[config.mk]
export PLATFORM = sky130hd
export DESIGN_NAME = uep_ep0_status
export DESIGN_NICKNAME = d
export VERILOG_FILES = /design/src/uep_ep0_status.v
export VERILOG_INCLUDE_DIRS = /design/src
export SDC_FILE = /design/constraint.sdc
export NUM_CORES = 1
export LEC_CHECK = 0
export BUFFER_PORTS_ARGS = -buffer_cell sky130_fd_sc_hd__buf_4
export CAP_MARGIN = 40
export CORE_AREA = 2 2 94 96
export DETAILED_ROUTE_END_ITERATION = 6
export DIE_AREA = 0 0 96 98
export PLACE_DENSITY = 0.75
export SLEW_MARGIN = 10
export SYNTH_ARGS = -nofsm -noshare
export SYNTH_HDL_FRONTEND = slang
export SYNTH_SLANG_ARGS = --single-unit
[constraint.sdc]
create_clock -name clk_sys_i -period 2.1 [get_ports clk_sys_i]
set_input_delay 0.42 -clock clk_sys_i [delete_from_list [all_inputs] [get_ports clk_sys_i]]
set_output_delay 0.42 -clock clk_sys_i [all_outputs]
set_load 0.01 [all_outputs]
[src/uep_consts.vh]
// What this block does
// Mask bits for endpoints 1 to 7 gate NAK flags; 0 passes, 1 blocks.
// A masked endpoint still sets its NAK flag but raises no interrupt.
// Zero-length pending sets on the transmit command, clears once that packet is sent.
// Data-present follows the FIFO's valid data; a setup token forces it to zero.
// Seven-bit read/write field holds the endpoint 0 maximum packet size.
// Setup lock sets after a setup token, clears on the setup-acknowledge command.
// While setup lock is set every endpoint 0 FIFO write is discarded.
// Two-bit read-only toggle field: 00 DATA0, 01 DATA1, others reserved.
// Three-bit state field returns to Ready 000 on a setup token; any other state event in that same cycle wins.
// State becomes Busy 001 on a NAK in the status stage.
// State becomes Error 010 on receive CRC failure or timeout after transmit.
// State becomes Stall 011 and STALL is answered on an over-length control read.
// NAK flag of endpoints 1 to 7 sets on every NAK sent; none for endpoint 0.
// Reserved bits are written zero, read zero; every field resets to zero.
`ifndef UEP_CONSTS_VH
`define UEP_CONSTS_VH

// Register byte offsets
`define UEP_OFS_NAK_FLAG 5'h00
`define UEP_OFS_NAK_MASK 5'h04
`define UEP_OFS_EP0_MSZ 5'h08
`define UEP_OFS_EP0_STS 5'h0C
`define UEP_OFS_CMD 5'h10
`define UEP_ADDR_W 5

// Field positions
`define UEP_EP_HI 7
`define UEP_EP_LO 1
`define UEP_MSZ_PKT_HI 6
`define UEP_MSZ_DSET 12
`define UEP_MSZ_ZLP 15
`define UEP_STS_STATE_LO 9
`define UEP_STS_TOG_LO 12
`define UEP_STS_LOCK 15
`define UEP_CMD_ZLP 0
`define UEP_CMD_SETUP_ACK 1

// Reset values
`define UEP_RST_MASK 7'h00
`define UEP_RST_FLAGS 7'h00
`define UEP_RST_PKT 7'h00
`define UEP_RST_STATE 3'h0
`define UEP_RST_TOG 2'h0

// Endpoint 0 state codes
`define UEP_ST_READY 3'h0
`define UEP_ST_BUSY 3'h1
`define UEP_ST_ERROR 3'h2
`define UEP_ST_STALL 3'h3

// Bus responses
`define UEP_RESP_OKAY 2'h0
`define UEP_RESP_DECERR 2'h3

`endif

[src/uep_ep0_status.v]
`timescale 1ns/1ps
`include "uep_consts.vh"

module uep_ep0_status (
  // Clock and reset
  input wire clk_sys_i,
  input wire rst_n_i,
  // AXI4-Lite write address
  input wire [4:0] s_axi_awaddr_i,
  input wire [2:0] s_axi_awprot_i,
  input wire s_axi_awvalid_i,
  output reg s_axi_awready_o,
  // AXI4-Lite write data
  input wire [31:0] s_axi_wdata_i,
  input wire [3:0] s_axi_wstrb_i,
  input wire s_axi_wvalid_i,
  output reg s_axi_wready_o,
  // AXI4-Lite write response
  output reg [1:0] s_axi_bresp_o,
  output reg s_axi_bvalid_o,
  input wire s_axi_bready_i,
  // AXI4-Lite read address
  input wire [4:0] s_axi_araddr_i,
  input wire [2:0] s_axi_arprot_i,
  input wire s_axi_arvalid_i,
  output reg s_axi_arready_o,
  // AXI4-Lite read data
  output reg [31:0] s_axi_rdata_o,
  output reg [1:0] s_axi_rresp_o,
  output reg s_axi_rvalid_o,
  input wire s_axi_rready_i,
  // Packet engine events, one-cycle pulses
  input wire [7:1] nak_sent_i,
  input wire setup_token_i,
  input wire zlp_sent_i,
  input wire status_nak_i,
  input wire rx_crc_err_i,
  input wire tx_timeout_i,
  input wire over_len_read_i,
  // Packet engine levels
  input wire [1:0] ep0_toggle_i,
  input wire fifo_has_data_i,
  // Endpoint 0 FIFO write path from the CPU side
  input wire fifo_wr_i,
  input wire [15:0] fifo_wr_data_i,
  output reg fifo_wr_o,
  output reg [15:0] fifo_wr_data_o,
  // Handshake and interrupt
  output reg stall_req_o,
  output reg zlp_req_o,
  output reg nak_irq_o
);

////////////////////////////////////////////////////////////////////////////////
// Bus slave state

reg aw_got_r;
reg w_got_r;
reg [4:0] aw_addr_r;
reg [31:0] w_data_r;
reg [3:0] w_strb_r;

wire aw_take = s_axi_awvalid_i & s_axi_awready_o;
wire w_take = s_axi_wvalid_i & s_axi_wready_o;
wire aw_have = aw_got_r | aw_take;
wire w_have = w_got_r | w_take;
wire [4:0] wr_addr = aw_got_r ? aw_addr_r : s_axi_awaddr_i;
wire [31:0] wr_data = w_got_r ? w_data_r : s_axi_wdata_i;
wire [3:0] wr_strb = w_got_r ? w_strb_r : s_axi_wstrb_i;
wire wr_do = aw_have & w_have & ~s_axi_bvalid_o;
wire rd_take = s_axi_arvalid_i & s_axi_arready_o;

// Byte lane 0 carries every writable field
wire wr_lane0 = wr_do & wr_strb[0];

function hit;
  input [4:0] addr;
  input [4:0] ofs;
  begin
    hit = (addr[4:2] == ofs[4:2]);
  end
endfunction

// Five words are mapped; the command word is write-only and reads back zero
function mapped;
  input [4:0] addr;
  begin
    mapped = hit(addr, `UEP_OFS_NAK_FLAG) | hit(addr, `UEP_OFS_NAK_MASK) |
      hit(addr, `UEP_OFS_EP0_MSZ) | hit(addr, `UEP_OFS_EP0_STS) |
      hit(addr, `UEP_OFS_CMD);
  end
endfunction

// One decode serves both channels, so a hole answers alike on write and read
function [1:0] resp_for;
  input [4:0] addr;
  begin
    resp_for = mapped(addr) ? `UEP_RESP_OKAY : `UEP_RESP_DECERR;
  end
endfunction

wire wr_mask = wr_lane0 & hit(wr_addr, `UEP_OFS_NAK_MASK);
wire wr_msz = wr_lane0 & hit(wr_addr, `UEP_OFS_EP0_MSZ);
wire wr_cmd = wr_lane0 & hit(wr_addr, `UEP_OFS_CMD);
// Reading the flag word clears it, so only a taken read may do so
wire rd_flags = rd_take & hit(s_axi_araddr_i, `UEP_OFS_NAK_FLAG);

////////////////////////////////////////////////////////////////////////////////
// NAK flags and mask

reg [7:1] nak_flag_r;
reg [7:1] nak_mask_r;
reg [7:1] nak_flag_nxt;
reg [7:1] nak_mask_nxt;

always @* begin
  // NAK sets flag
  // Read clears, but a NAK in the same cycle wins
  nak_flag_nxt = (nak_flag_r & ~({7{rd_flags}})) | nak_sent_i;
  nak_mask_nxt = nak_mask_r;
  // reserved mask bits ignored
  if (wr_mask) begin
    nak_mask_nxt = wr_data[`UEP_EP_HI:`UEP_EP_LO];
  end
end

// Flags stay sticky until the flag word is read
always @(posedge clk_sys_i or negedge rst_n_i) begin
  if (!rst_n_i) begin
    nak_flag_r <= `UEP_RST_FLAGS;
    nak_mask_r <= `UEP_RST_MASK;
  end else begin
    nak_flag_r <= nak_flag_nxt;
    nak_mask_r <= nak_mask_nxt;
  end
end

////////////////////////////////////////////////////////////////////////////////
// Endpoint 0 size and status

reg [6:0] max_pkt_r;
reg zlp_pend_r;
reg dset_r;
reg lock_r;
reg [1:0] tog_r;
reg [2:0] state_r;

// Write-only command strobes, one cycle each
wire cmd_zlp = wr_cmd & wr_data[`UEP_CMD_ZLP];
wire cmd_ack = wr_cmd & wr_data[`UEP_CMD_SETUP_ACK];

reg zlp_pend_nxt;
reg lock_nxt;
reg [2:0] state_nxt;

always @* begin
  // zero-length pending
  zlp_pend_nxt = (zlp_pend_r & ~zlp_sent_i) | cmd_zlp;
  // setup lock set wins
  lock_nxt = (lock_r & ~cmd_ack) | setup_token_i;
  state_nxt = state_r;
  // Later tests win: stall over error over busy over ready
  // setup returns Ready
  if (setup_token_i) begin
    state_nxt = `UEP_ST_READY;
  end
  // status-stage NAK
  if (status_nak_i) begin
    state_nxt = `UEP_ST_BUSY;
  end
  // CRC or timeout
  if (rx_crc_err_i | tx_timeout_i) begin
    state_nxt = `UEP_ST_ERROR;
  end
  // over-length read stalls
  if (over_len_read_i) begin
    state_nxt = `UEP_ST_STALL;
  end
end

// The size field is software's own; it is kept apart from the event-driven bits
always @(posedge clk_sys_i or negedge rst_n_i) begin
  if (!rst_n_i) begin
    max_pkt_r <= `UEP_RST_PKT;
  end else begin
    // max packet size
    if (wr_msz) begin
      max_pkt_r <= wr_data[`UEP_MSZ_PKT_HI:0];
    end
  end
end

always @(posedge clk_sys_i or negedge rst_n_i) begin
  if (!rst_n_i) begin
    zlp_pend_r <= 1'b0;
    dset_r <= 1'b0;
    lock_r <= 1'b0;
    tog_r <= `UEP_RST_TOG;
    state_r <= `UEP_RST_STATE;
  end else begin
    zlp_pend_r <= zlp_pend_nxt;
    // data present
    // Low for the cycle after a setup token, then the live level again
    dset_r <= fifo_has_data_i & ~setup_token_i;
    lock_r <= lock_nxt;
    // toggle report
    // The toggle belongs to the packet engine; a setup token leaves it alone
    tog_r <= ep0_toggle_i;
    state_r <= state_nxt;
  end
end

////////////////////////////////////////////////////////////////////////////////
// FIFO write gate

// Registered to keep every output on a flop, at the cost of one cycle of latency
always @(posedge clk_sys_i or negedge rst_n_i) begin
  if (!rst_n_i) begin
    fifo_wr_o <= 1'b0;
    fifo_wr_data_o <= 16'h0000;
  end else begin
    // writes dropped while locked
    fifo_wr_o <= fifo_wr_i & ~lock_r;
    fifo_wr_data_o <= fifo_wr_data_i;
  end
end

////////////////////////////////////////////////////////////////////////////////
// Handshake requests and interrupt

always @(posedge clk_sys_i or negedge rst_n_i) begin
  if (!rst_n_i) begin
    stall_req_o <= 1'b0;
    zlp_req_o <= 1'b0;
    nak_irq_o <= 1'b0;
  end else begin
    // answer STALL
    stall_req_o <= (state_nxt == `UEP_ST_STALL);
    zlp_req_o <= zlp_pend_nxt;
    // mask gates flags
    // masked flags stay set, irq quiet
    // Next mask, so unmasking a pending flag raises the line with the write
    nak_irq_o <= |(nak_flag_nxt & ~nak_mask_nxt);
  end
end

////////////////////////////////////////////////////////////////////////////////
// Bus slave write channel

// Address and data are latched apart, so the master may offer them in either order
always @(posedge clk_sys_i or negedge rst_n_i) begin
  if (!rst_n_i) begin
    aw_got_r <= 1'b0;
    w_got_r <= 1'b0;
    aw_addr_r <= 5'h00;
    w_data_r <= 32'h00000000;
    w_strb_r <= 4'h0;
    s_axi_awready_o <= 1'b0;
    s_axi_wready_o <= 1'b0;
    s_axi_bvalid_o <= 1'b0;
    s_axi_bresp_o <= `UEP_RESP_OKAY;
  end else begin
    if (aw_take) begin
      aw_addr_r <= s_axi_awaddr_i;
    end
    if (w_take) begin
      w_data_r <= s_axi_wdata_i;
      w_strb_r <= s_axi_wstrb_i;
    end
    if (wr_do) begin
      aw_got_r <= 1'b0;
      w_got_r <= 1'b0;
      s_axi_bvalid_o <= 1'b1;
      s_axi_bresp_o <= resp_for(wr_addr);
      s_axi_awready_o <= 1'b0;
      s_axi_wready_o <= 1'b0;
    end else begin
      aw_got_r <= aw_have;
      w_got_r <= w_have;
      if (s_axi_bvalid_o & s_axi_bready_i) begin
        s_axi_bvalid_o <= 1'b0;
      end
      // Ready only while a slot is free and no response is pending
      s_axi_awready_o <= ~aw_have & ~(s_axi_bvalid_o & ~s_axi_bready_i);
      s_axi_wready_o <= ~w_have & ~(s_axi_bvalid_o & ~s_axi_bready_i);
    end
  end
end

////////////////////////////////////////////////////////////////////////////////
// Bus slave read channel

reg [31:0] rd_word;

always @* begin
  rd_word = 32'h00000000;
  case (s_axi_araddr_i[4:2])
    3'h0: begin
      rd_word[`UEP_EP_HI:`UEP_EP_LO] = nak_flag_r;
    end
    3'h1: begin
      rd_word[`UEP_EP_HI:`UEP_EP_LO] = nak_mask_r;
    end
    3'h2: begin
      rd_word[`UEP_MSZ_PKT_HI:0] = max_pkt_r;
      rd_word[`UEP_MSZ_DSET] = dset_r;
      rd_word[`UEP_MSZ_ZLP] = zlp_pend_r;
    end
    3'h3: begin
      rd_word[`UEP_STS_STATE_LO+2:`UEP_STS_STATE_LO] = state_r;
      rd_word[`UEP_STS_TOG_LO+1:`UEP_STS_TOG_LO] = tog_r;
      rd_word[`UEP_STS_LOCK] = lock_r;
    end
    default: begin
      rd_word = 32'h00000000;
    end
  endcase
end

always @(posedge clk_sys_i or negedge rst_n_i) begin
  if (!rst_n_i) begin
    s_axi_arready_o <= 1'b0;
    s_axi_rvalid_o <= 1'b0;
    s_axi_rdata_o <= 32'h00000000;
    s_axi_rresp_o <= `UEP_RESP_OKAY;
  end else begin
    if (rd_take) begin
      s_axi_arready_o <= 1'b0;
      s_axi_rvalid_o <= 1'b1;
      s_axi_rdata_o <= rd_word;
      s_axi_rresp_o <= resp_for(s_axi_araddr_i);
    end else if (s_axi_rvalid_o) begin
      if (s_axi_rready_i) begin
        s_axi_rvalid_o <= 1'b0;
      end
    end else begin
      // Held low until the data is taken, so one read at most is under way
      s_axi_arready_o <= 1'b1;
    end
  end
end

endmodule // uep_ep0_status

# Yosys cells after proc, flatten, opt, wreduce, memory -nomap -nowiden

Cells that the tools add are included.

Flip-flop bits (word level): 87
Bits of input ports: 92
Output and inout port bits: 61
Word-level logic and storage cells: 114

Equal/unequal tests: 10
Multiplexer cells: 28
Bitwise operators: 47
Reduce and logical (&&, ||, !) cells: 4

Operators by type and width:

| kind                                                  | count |
|---|---|
| bitwise AND 1 bit                                     | 20 |
| case mux 6 bit (3 select lines)                       | 1 |
| equality test 3 x 2 -> 1 bit, second input constant   | 5 |
| two-way mux 3 bit                                     | 5 |
| bitwise AND 7 bit                                     | 2 |
| two-way mux 1 bit                                     | 14 |
| NOT 7 bit                                             | 2 |
| OR 1 bit                                              | 13 |
| NOT 1 bit                                             | 9 |
| two-way mux 8 bit                                     | 1 |
| two-way mux 7 bit                                     | 1 |
| OR 7 bit                                              | 1 |
| OR reduction 7 bit                                    | 1 |
| equality test 3 x 1 -> 1 bit, second input constant   | 2 |
| equality test 3 bit, second input constant            | 2 |
| zero test 3 bit                                       | 2 |
| case mux 1 bit (2 select lines)                       | 3 |
| two-way mux 5 bit                                     | 1 |
| two-way mux 2 bit                                     | 2 |
| inequality test 2 x 1 -> 1 bit, second input constant | 1 |
| nonzero test 2 bit                                    | 1 |

# Depth between registers and ports, before layout

Gate-level depths: netlist of run 1.

Depth in word-level cells: 10
Mapped depth: 8
Depth with buffers taken out: 5

# Least setup slack after synthesis of run 1

Ideal clock, no wire load.

Path type: register to register
From: register aw_got_r
To: register nak_irq_o
Library setup time: 0.090 ns
Arrival: 1.983 ns
Required time: 2.010 ns
Slack: 0.028 ns
Stages on the path, launching flop included: 8
Path buffers: 2
Clock period less this slack: 2.072 ns
Cells stage by stage: dfrtp_1 -> buf_6 -> mux2_4 -> a2111o_1 -> or2_1 -> buf_6 -> mux2_4 -> o2111ai_1

Word-level cells in the longest chain between the ends: 9
Elaborated cells between the ends (all ways): 11
Those cells by class: eq/ne: 1; mux: 2; bitwise: 7; reduce/logical: 1

Ends and longest elaborated chain:

| element                         | line                 | text |
|---|---|---|
| start, declared                 | uep_ep0_status.v:57  | `reg aw_got_r;` |
| start signal, assigned          | uep_ep0_status.v:278 | `aw_got_r <= aw_have;` |
| OR 1 bit                        | uep_ep0_status.v:65  | `wire aw_have = aw_got_r \| aw_take;` |
| bitwise AND 1 bit (2 in series) | uep_ep0_status.v:70  | `wire wr_do = aw_have & w_have & ~s_axi_bvalid_o;` |
| bitwise AND 1 bit               | uep_ep0_status.v:74  | `wire wr_lane0 = wr_do & wr_strb[0];` |
| bitwise AND 1 bit (*)           | uep_ep0_status.v:102 | `` wire wr_mask = wr_lane0 & hit(wr_addr, `UEP_OFS_NAK_MASK); `` |
| two-way mux 7 bit (*)           | uep_ep0_status.v:122 | `if (wr_mask) begin` |
| via nak_mask_nxt, one bit       | uep_ep0_status.v:114 | `reg [7:1] nak_mask_nxt;` |
| NOT 7 bit (*)                   | uep_ep0_status.v:243 | `nak_irq_o <= \|(nak_flag_nxt & ~nak_mask_nxt);` |
| bitwise AND 7 bit (*)           | uep_ep0_status.v:243 |  |
| OR reduction 7 bit (*)          | uep_ep0_status.v:243 |  |
| end signal, assigned            | uep_ep0_status.v:243 |  |
| end, declared                   | uep_ep0_status.v:51  | `output reg nak_irq_o` |

The timed path passes the listed nets; every way through them passes the cells marked *.
A chain may end at the register's enable or synchronous reset.

# Worst setup path in the final report of run 1

From: register w_got_r
To: register nak_irq_o

Word-level cells in the longest chain between the ends: 9
Elaborated cells between the ends (all ways): 11
Those cells by class: mux: 3; bitwise: 7; reduce/logical: 1

Ends and longest elaborated chain:

| element                         | line                 | text |
|---|---|---|
| start, declared                 | uep_ep0_status.v:58  | `reg w_got_r;` |
| start signal, assigned          | uep_ep0_status.v:279 | `w_got_r <= w_have;` |
| OR 1 bit                        | uep_ep0_status.v:66  | `wire w_have = w_got_r \| w_take;` |
| bitwise AND 1 bit (2 in series) | uep_ep0_status.v:70  |  |
| bitwise AND 1 bit               | uep_ep0_status.v:74  |  |
| bitwise AND 1 bit               | uep_ep0_status.v:102 |  |
| two-way mux 7 bit (*)           | uep_ep0_status.v:122 |  |
| via nak_mask_nxt, one bit       | uep_ep0_status.v:114 |  |
| NOT 7 bit (*)                   | uep_ep0_status.v:243 |  |
| bitwise AND 7 bit (*)           | uep_ep0_status.v:243 |  |
| OR reduction 7 bit (*)          | uep_ep0_status.v:243 |  |

Marks and branches as above.

==> qor.txt, run 1 <==
TritonCTS clock tree = done
Final worst path period need = 1.97 ns
Share of synthesized area occupied by flip-flops and latches = 59.2%
Post-DR vias/cell = 5.03
Share of the core filled with cells in the final layout = 53.9%
Cell variety after synth = 42
Count of filler cells inserted in the layout = 749
Overall global routing resource usage = 17.2%
Vertical extent of the die = 98 um
DPL Wire Length = 5.80 mm
Cell area power density = 1060 nW/um2
Detailed-router iteration count before antenna repair = 4
Share of total power consumed by net switching = 30.5%
Main area contributors after synthesis = dfrtp_1 59%, mux2i_1 4.6%, mux2_2 4.5%
Clock sink count = 83
X dimension of the die = 96 um
Sequential cell fraction of total power = 46.0%
Total vias in the final route = 2,630
# placed instances = 507
Critical path type = reg2reg
Standard-cell row count = 34
Sequence of cells on the critical path = nand4b_1 -> a2111o_1 -> or2_4 -> mux2_4 -> o2111ai_1
Number of remaining DRC errors = 0
Post-synthesis cell area = 3510 um2
First-pass GRT wire length = 12.4 mm
Kind of start point of the critical path = flop
Number of I/O pins = 153
Number of flops mapped to enable cells by yosys = 0
Final antenna-violating net count = 0
Met1 Track Usage GR = 22.9%
Final instance count without filler cells = 523
Grt peak-use layer = met2
Mean instance size in the synthesized netlist = 11.7 um2
Hold Vio Cnt, Final = 0
Arr. time, crit path = 2.22 ns
Tot Pwr = 0.00485 W
Number of DRC markers in iteration 0 = 179
Required arrival time at the worst endpoint = 2.35 ns
RSZ-0062 raised after global routing = no
Cell area after layout = 4560 um2
Library cell with the largest summed area after synthesis = dfrtp_1
Main synth FF type = dfrtp_1
Layout net count = 502
Part of the total power dissipated in the clock network = 24.7%
Global route total overflow = 0
Async set-reset flop share out of synthesis = 100%
Fraction of synthesized cell area taken by the top area cell type = 59.2%
CP max stage delay = 0.47 ns
M3 GR Usage = 5.63%
Number of register bits inferred by synthesis = 83
Headroom to the max-slew limit = 50.3%
Actual slew at the worst max-slew pin = 0.740 ns
Synthesis Warnings = 0
Maximum frequency from static timing analysis = 508 MHz
Maximum level of the CTS H-tree = 3
Number of setup violations in the final report = 0
Worst Skew = 0.00874 ns
Result of the run = complete, no violations
Internal Dissipation = 0.00337 W
Effective utilization at floorplan = 41.5%
Total of max-cap violations = 0
Diode count = 0
Logic pwr share = 29.4%
Class of the tightest hold or removal check = in2async
Layout overhead on the synthesized area = 29.9%
Most frequently used cell type in the post-synthesis netlist = dfrtp_1
Cell types with the highest counts after synthesis = 83 x dfrtp_1, 39 x nand2_1, 24 x o21ai_0, 20 x buf_4
Number of post-CTS setup repair buffers = 0
Count of port buffers added during placement = 97
Ratio of cells with drive above 1 in the final layout = 35.7%
Clk Tree Root Cell = clkbuf_8
Post-CTS clock slew at the launch and capture registers of the worst setup and hold paths = 0.08 ns
Antenna violations before repair = 0
Area of the core = 8470 um2
Crit. End Element = flop
Placed inst area = 4340 um2
Switching power summed over all nets = 0.00148 W
Worst path bufs/invs = 0
Number of buffers created by CTS = 9
Wire length per cell = 14.6 um
Synthesized instance count = 301
Pleak = 2.21 nW
Critical path depth = 5
Number of pins with negative max-slew slack in the final report = 0
Number of global-route vias before repair = 2,641
Top cell family by delay on the critical path = compound AO/OA/AOI/OAI gates
Setup TNS after final layout = 0 ns
Routing usage on met2 = 25.8%
Largest net degree at the start of global routing = 51
Share of the cycle needed by the critical path after routing = 93.8%
Routability-driven placement congestion ratio = 0.843
Number of buffers on the longest clock path = 2
Total die area = 9410 um2
Clock latency at the later pin of the worst-skew pair = 0.35 ns
Aggregate routed wire length = 7.63 mm
Worst VDD drop = 0.572 mV
Highest fanout seen on the critical path = 5
Number of cells on the worst reg-to-reg path = 5
Critical Path Slowest Stage Cell = a2111o_1
==> path summary, 6_finish.rpt <==
check,start,endpoint,slack [ns]
worst min register to register,lock_r$_DFF_PN0_,fifo_wr_o$_DFF_PN0_,0.48
min in group clk_sys_i,fifo_wr_data_i[3],fifo_wr_data_o[3]$_DFF_PN0_,0.18
max in group asynchronous,rst_n_i,nak_mask_r[5]$_DFF_PN0_,1.38
worst min-delay path,rst_n_i,s_axi_rvalid_o$_DFF_PN0_,0.08
worst max register to register,w_got_r$_DFF_PN0_,nak_irq_o$_DFF_PN0_,0.13
worst max-delay path,w_got_r$_DFF_PN0_,nak_irq_o$_DFF_PN0_,0.13
==> layout by cell type, fill, tap and decap left out, types with 3 or more instances in the layout <==
master	instances
o221ai_1	4
a22o_1	11
mux2i_1	16
nand2_1	39
nor2b_1	6
nor3_1	5
buf_4	111
a21oi_1	6
o21ai_0	24
or2_2	3
nand2b_1	3
dfrtp_1	83
conb_1	18
clkbuf_8	12
mux2_2	14
a21o_1	3
nor2_1	5
inv_1	16
==> per-layer routing <==
metal	routed length (um)	vias up
met5	0	-
met4	150	0
met3	658	11
met2	3520	94
met1	3300	1288
li1	-	1237
==> registers in the layout (all words and copies together) (netlist names), 2 cells and up <==
register,flops
s_axi_rdata_o,14
tog_r,2
nak_flag_r,7
aw_addr_r,3
w_data_r,8
nak_mask_r,7
fifo_wr_data_o,16
max_pkt_r,7
state_r,3
==> cell type report <==
class                           count  area, um2  area share, %
Sequential cell                    83       2080           45.5
Multi-Input combinational cell    189       1240           27.2
Timing Repair Buffer              111        833           18.3
Clock buffer                       12        165           3.62
Tap cell                          108        135           2.96
Inverter                           16       60.1           1.32
Clock inverter                      4       47.5           1.04
==> repair_timing <==
action,4_1_cts,5_1_grt
hold buffers,0,0
gates resized for setup,0,2
hold endpoints to repair,0,0
setup endpoints to repair,0,1
==> power by group through the flow <==
stage / logic, W / registers (W) / clock network [W]
after floorplan: 0.000874 / 0.00226 / 0
final: 0.00143 / 0.00223 / 0.00120
after global routing: 0.00159 / 0.00228 / 0.00130
after detailed placement: 0.00143 / 0.00226 / 0
after CTS: 0.00143 / 0.00223 / 0.00122
after global placement: 0.00139 / 0.00224 / 0
==> kinds of logic after synthesis <==
logic type / after synthesis / share of synthesized area [%]
DFF: 83 / 59.2
muxes: 32 / 9.91
and+or+nand+nor: 72 / 10.0
buffers and inverters: 46 / 7.52
other: 1 / 0.107
AOI/OAI and AO/OA: 67 / 13.3
==> worst register-to-register path, delay by kind of cell, from the launching register on <==
kind	cells	cell delay (ns)
AOI/OAI and AO/OA	2	0.69
DFF	1	0.39
muxes	1	0.31
and+or+nand+nor	2	0.48
==> through the flow <==
stage,hold slack [ns],setup slack (ns)
floorplan,0.124,0.0276
global placement,0.454,-0.0422
detailed placement,0.472,-0.0917
CTS,0.0951,0.0139
global route,0.111,0.0164
finish,0.0750,0.131
No activity file was read; power rests on OpenSTA's default activity.
==> inputs of run 2 (changes only) <==
--- a/config.mk
+++ b/config.mk
@@ -12,6 +12,7 @@
 export DETAILED_ROUTE_END_ITERATION = 6
 export DIE_AREA = 0 0 96 98
 export PLACE_DENSITY = 0.75
+export SETUP_SLACK_MARGIN = 0.15
 export SLEW_MARGIN = 10
 export SYNTH_ARGS = -nofsm -noshare
 export SYNTH_HDL_FRONTEND = slang
==> run 2 against run 1 <==
Effect of this change: worst setup slack better by 0.039 ns; global-route usage grew 0.24 points; first-iteration DRC count decreased by 36%; combinational power is 3% higher; critical path type unchanged; worst hold slack better by 0.10 ns.
==> qor.txt, run 2 (synthesis gave the netlist of run 1 again) <==
Share of total power consumed by net switching = 29.9% (was 30.5%)
Aggregate routed wire length = 7.97 mm (was 7.63 mm)
Class of the tightest hold or removal check = in2reg (was in2async)
Max reg flops = 16 (unchanged)
Top cell family by delay on the critical path = compound AO/OA/AOI/OAI gates (unchanged)
Post-DR vias/cell = 5.17 (was 5.03)
Worst VDD drop = 0.548 mV (was 0.572 mV)
Arr. time, crit path = 2.14 ns (was 2.22 ns)
Final critical-path setup slack = 0.170 ns (was 0.131 ns)
Post-CTS clock slew at the launch and capture registers of the worst setup and hold paths = 0.08 ns (about the same)
Count of port buffers added during placement = 97 (unchanged)
Hold Crit Endpoint = tog_r[1]$_DFF_PN0_
Crit. End Element = flop (unchanged)
Number of buffers created by CTS = 9 (unchanged)
Largest registers = fifo_wr_data_o: 16 flops, s_axi_rdata_o: 14 flops, w_data_r: 8 flops (unchanged)
Total of max-cap violations = 0 (unchanged)
Wire length per cell = 15.2 um (was 14.6 um)
Launching point of the worst reg2reg path = aw_got_r$_DFF_PN0_ (was w_got_r$_DFF_PN0_)
Ratio of cells with drive above 1 in the final layout = 35.9% (was 35.7%)
Number of global-route vias before repair = 2,713 (was 2,641)
Diode count = 0 (unchanged)
Final antenna-violating net count = 0 (unchanged)
Critical path type = reg2reg (unchanged)
TritonCTS clock tree = done (unchanged)
Number of buffers on the longest clock path = 2 (unchanged)
Result of the run = complete, no violations (unchanged)
Effective utilization at floorplan = 41.5% (unchanged)
Critical Path Slowest Stage Cell = dfrtp_1 (was a2111o_1)
Switching power summed over all nets = 0.00150 W (was 0.00148 W)
Register name with the most flops = fifo_wr_data_o (unchanged)
Most common library cell in the layout ignoring fill and taps = buf_4 (unchanged)
Internal Dissipation = 0.00353 W (was 0.00337 W)
Worst Skew = 0.00725 ns (was 0.00874 ns)
Vertical extent of the die = 98 um (unchanged)
Cell area power density = 1090 nW/um2 (was 1060 nW/um2)
Required arrival time at the worst endpoint = 2.31 ns (was 2.35 ns)
Worst hold start = ep0_toggle_i[1]
X dimension of the die = 96 um (unchanged)
Clock latency at the later pin of the worst-skew pair = 0.34 ns (was 0.35 ns)
Hold Vio Cnt, Final = 0 (unchanged)
Layout net count = 503 (was 502)
Endpoint of the worst register-to-register path = nak_irq_o$_DFF_PN0_ (unchanged)
Largest net degree at the start of global routing = 33 (was 51)
Number of DRC markers in iteration 0 = 114 (was 179)
Number of I/O pins = 153 (unchanged)
Actual slew at the worst max-slew pin = 0.706 ns (was 0.740 ns)
Final worst path period need = 1.93 ns (was 1.97 ns)
Highest fanout seen on the critical path = 5 (unchanged)
Kind of start point of the critical path = flop (unchanged)
Detailed-router iteration count before antenna repair = 4 (unchanged)
Worst reg-to-reg setup slack = 0.17 ns (was 0.13 ns)
First-pass GRT wire length = 12.6 mm (was 12.4 mm)
Pleak = 2.23 nW (was 2.21 nW)
Total vias in the final route = 2,703 (was 2,630)
Number of pins with negative max-slew slack in the final report = 0 (unchanged)
Headroom to the max-slew limit = 52.8% (was 50.3%)
Area of the core = 8470 um2 (unchanged)
Global route total overflow = 0 (unchanged)
Overall global routing resource usage = 17.5% (was 17.2%)
Total die area = 9410 um2 (unchanged)
Number of setup violations in the final report = 0 (unchanged)
Logic pwr share = 29.2% (was 29.4%)
Maximum level of the CTS H-tree = 3 (unchanged)
CP max stage delay = 0.39 ns (was 0.47 ns)
Number of remaining DRC errors = 0 (unchanged)
Part of the total power dissipated in the clock network = 26.3% (was 24.7%)
Worst path bufs/invs = 0 (unchanged)
Layout overhead on the synthesized area = 32.0% (was 29.9%)
DPL Wire Length = 6.04 mm (was 5.80 mm)
Clk Tree Root Cell = clkbuf_8 (unchanged)
Maximum frequency from static timing analysis = 518 MHz (was 508 MHz)
Number of stages on the worst hold path = 1
Number of cells on the worst reg-to-reg path = 5 (unchanged)
RSZ-0062 raised after global routing = yes (was no)
Post-Place Worst Slack = 0.0322 ns (was -0.0917 ns)
Standard-cell row count = 34 (unchanged)
Routability-driven placement congestion ratio = 0.881 (was 0.843)
Setup TNS after final layout = 0 ns (unchanged)
Clock sink count = 83 (unchanged)
Share of the cycle needed by the critical path after routing = 91.9% (was 93.8%)
Sequence of cells on the critical path = mux2_4 -> a2111o_1 -> or2_4 -> o32ai_2 -> o2111ai_2 (was nand4b_1 -> a2111o_1 -> or2_4 -> mux2_4 -> o2111ai_1)
Antenna violations before repair = 0 (unchanged)
Sequential cell fraction of total power = 44.6% (was 46.0%)
Leading cell types in the layout, fill and taps excluded = 109 x buf_4, 83 x dfrtp_1, 39 x nand2_1, 24 x o21ai_0, 18 x conb_1 (was 111 x buf_4, 83 x dfrtp_1, 39 x nand2_1, 24 x o21ai_0, 18 x conb_1)
==> run 2: worst register-to-register path: stages (launching register included) <==
cell	delay (ns)
dfrtp_1	0.39
mux2_4	0.31
a2111o_1	0.33
or2_4	0.30
o32ai_2	0.31
o2111ai_2	0.15
==> run 2: area by class of cell <==
type | instances | area, um2
clock inverter | 5 | 103
tap | 108 | 135
sequential | 83 | 2080
inverter | 16 | 60.1
fill | 745 | 3830
clock buffer | 10 | 128
multi-input combinational | 189 | 1270
timing repair buffer | 112 | 863
==> run 2: what timing repair did <==
| item | in CTS | in global routing |
|---|---|---|
| endpoints found under the hold margin | 5 | 0 |
| resized for setup | 1 | 7 |
| hold buffers | 1 | 0 |
| setup endpoints to repair | 1 | 3 |
| setup buffers | 0 | 1 |
| pin swaps | 0 | 3 |
==> run 2: through the flow <==
stage | utilization [%] | instance area, um2 | total power, W | hold WS [ns] | cells
floorplan | - | 3570 | 0.00313 | 0.124 | 318
global placement | 51.3 | 4340 | 0.00365 | 0.374 | 506
detailed placement | 51.3 | 4340 | 0.00371 | 0.392 | 506
CTS | 54.2 | 4590 | 0.00505 | 0.154 | 522
global route | 54.7 | 4630 | 0.00535 | 0.141 | 523
finish | 54.7 | 4630 | 0.00503 | 0.176 | 523
==> run 2: worst max path at each step <==
stage                            start  slack (ns)             endpoint  cells past startpoint
global route         w_got_r$_DFF_PN0_        0.08  nak_irq_o$_DFF_PN0_                      5
global placement     s_axi_awaddr_i[4]        0.03  nak_irq_o$_DFF_PN0_                      7
CTS                  w_got_r$_DFF_PN0_        0.17  nak_irq_o$_DFF_PN0_                      6
detailed placement   s_axi_awaddr_i[4]        0.03  nak_irq_o$_DFF_PN0_                      7
finish              aw_got_r$_DFF_PN0_        0.17  nak_irq_o$_DFF_PN0_                      5
floorplan           aw_got_r$_DFF_PN0_        0.12  nak_irq_o$_DFF_PN0_                      7
==> run 2: power groups by stage <==
stage                     logic (W)  registers [W]  clock network (W)
after global routing        0.00162        0.00229            0.00143
final                       0.00147        0.00224            0.00132
after CTS                   0.00145        0.00224            0.00136
after global placement      0.00140        0.00225                  0
after floorplan            0.000874        0.00226                  0
after detailed placement    0.00144        0.00227                  0
==> run 2: metal layers <==
layer	vias to the layer above	share of wire [%]	GRT usage [%]
li1	1245	-	-
met1	1339	41	22.5
met2	115	50	27.0
met3	4	8.3	6.64
met4	0	0.60	5.93
met5	-	0	0
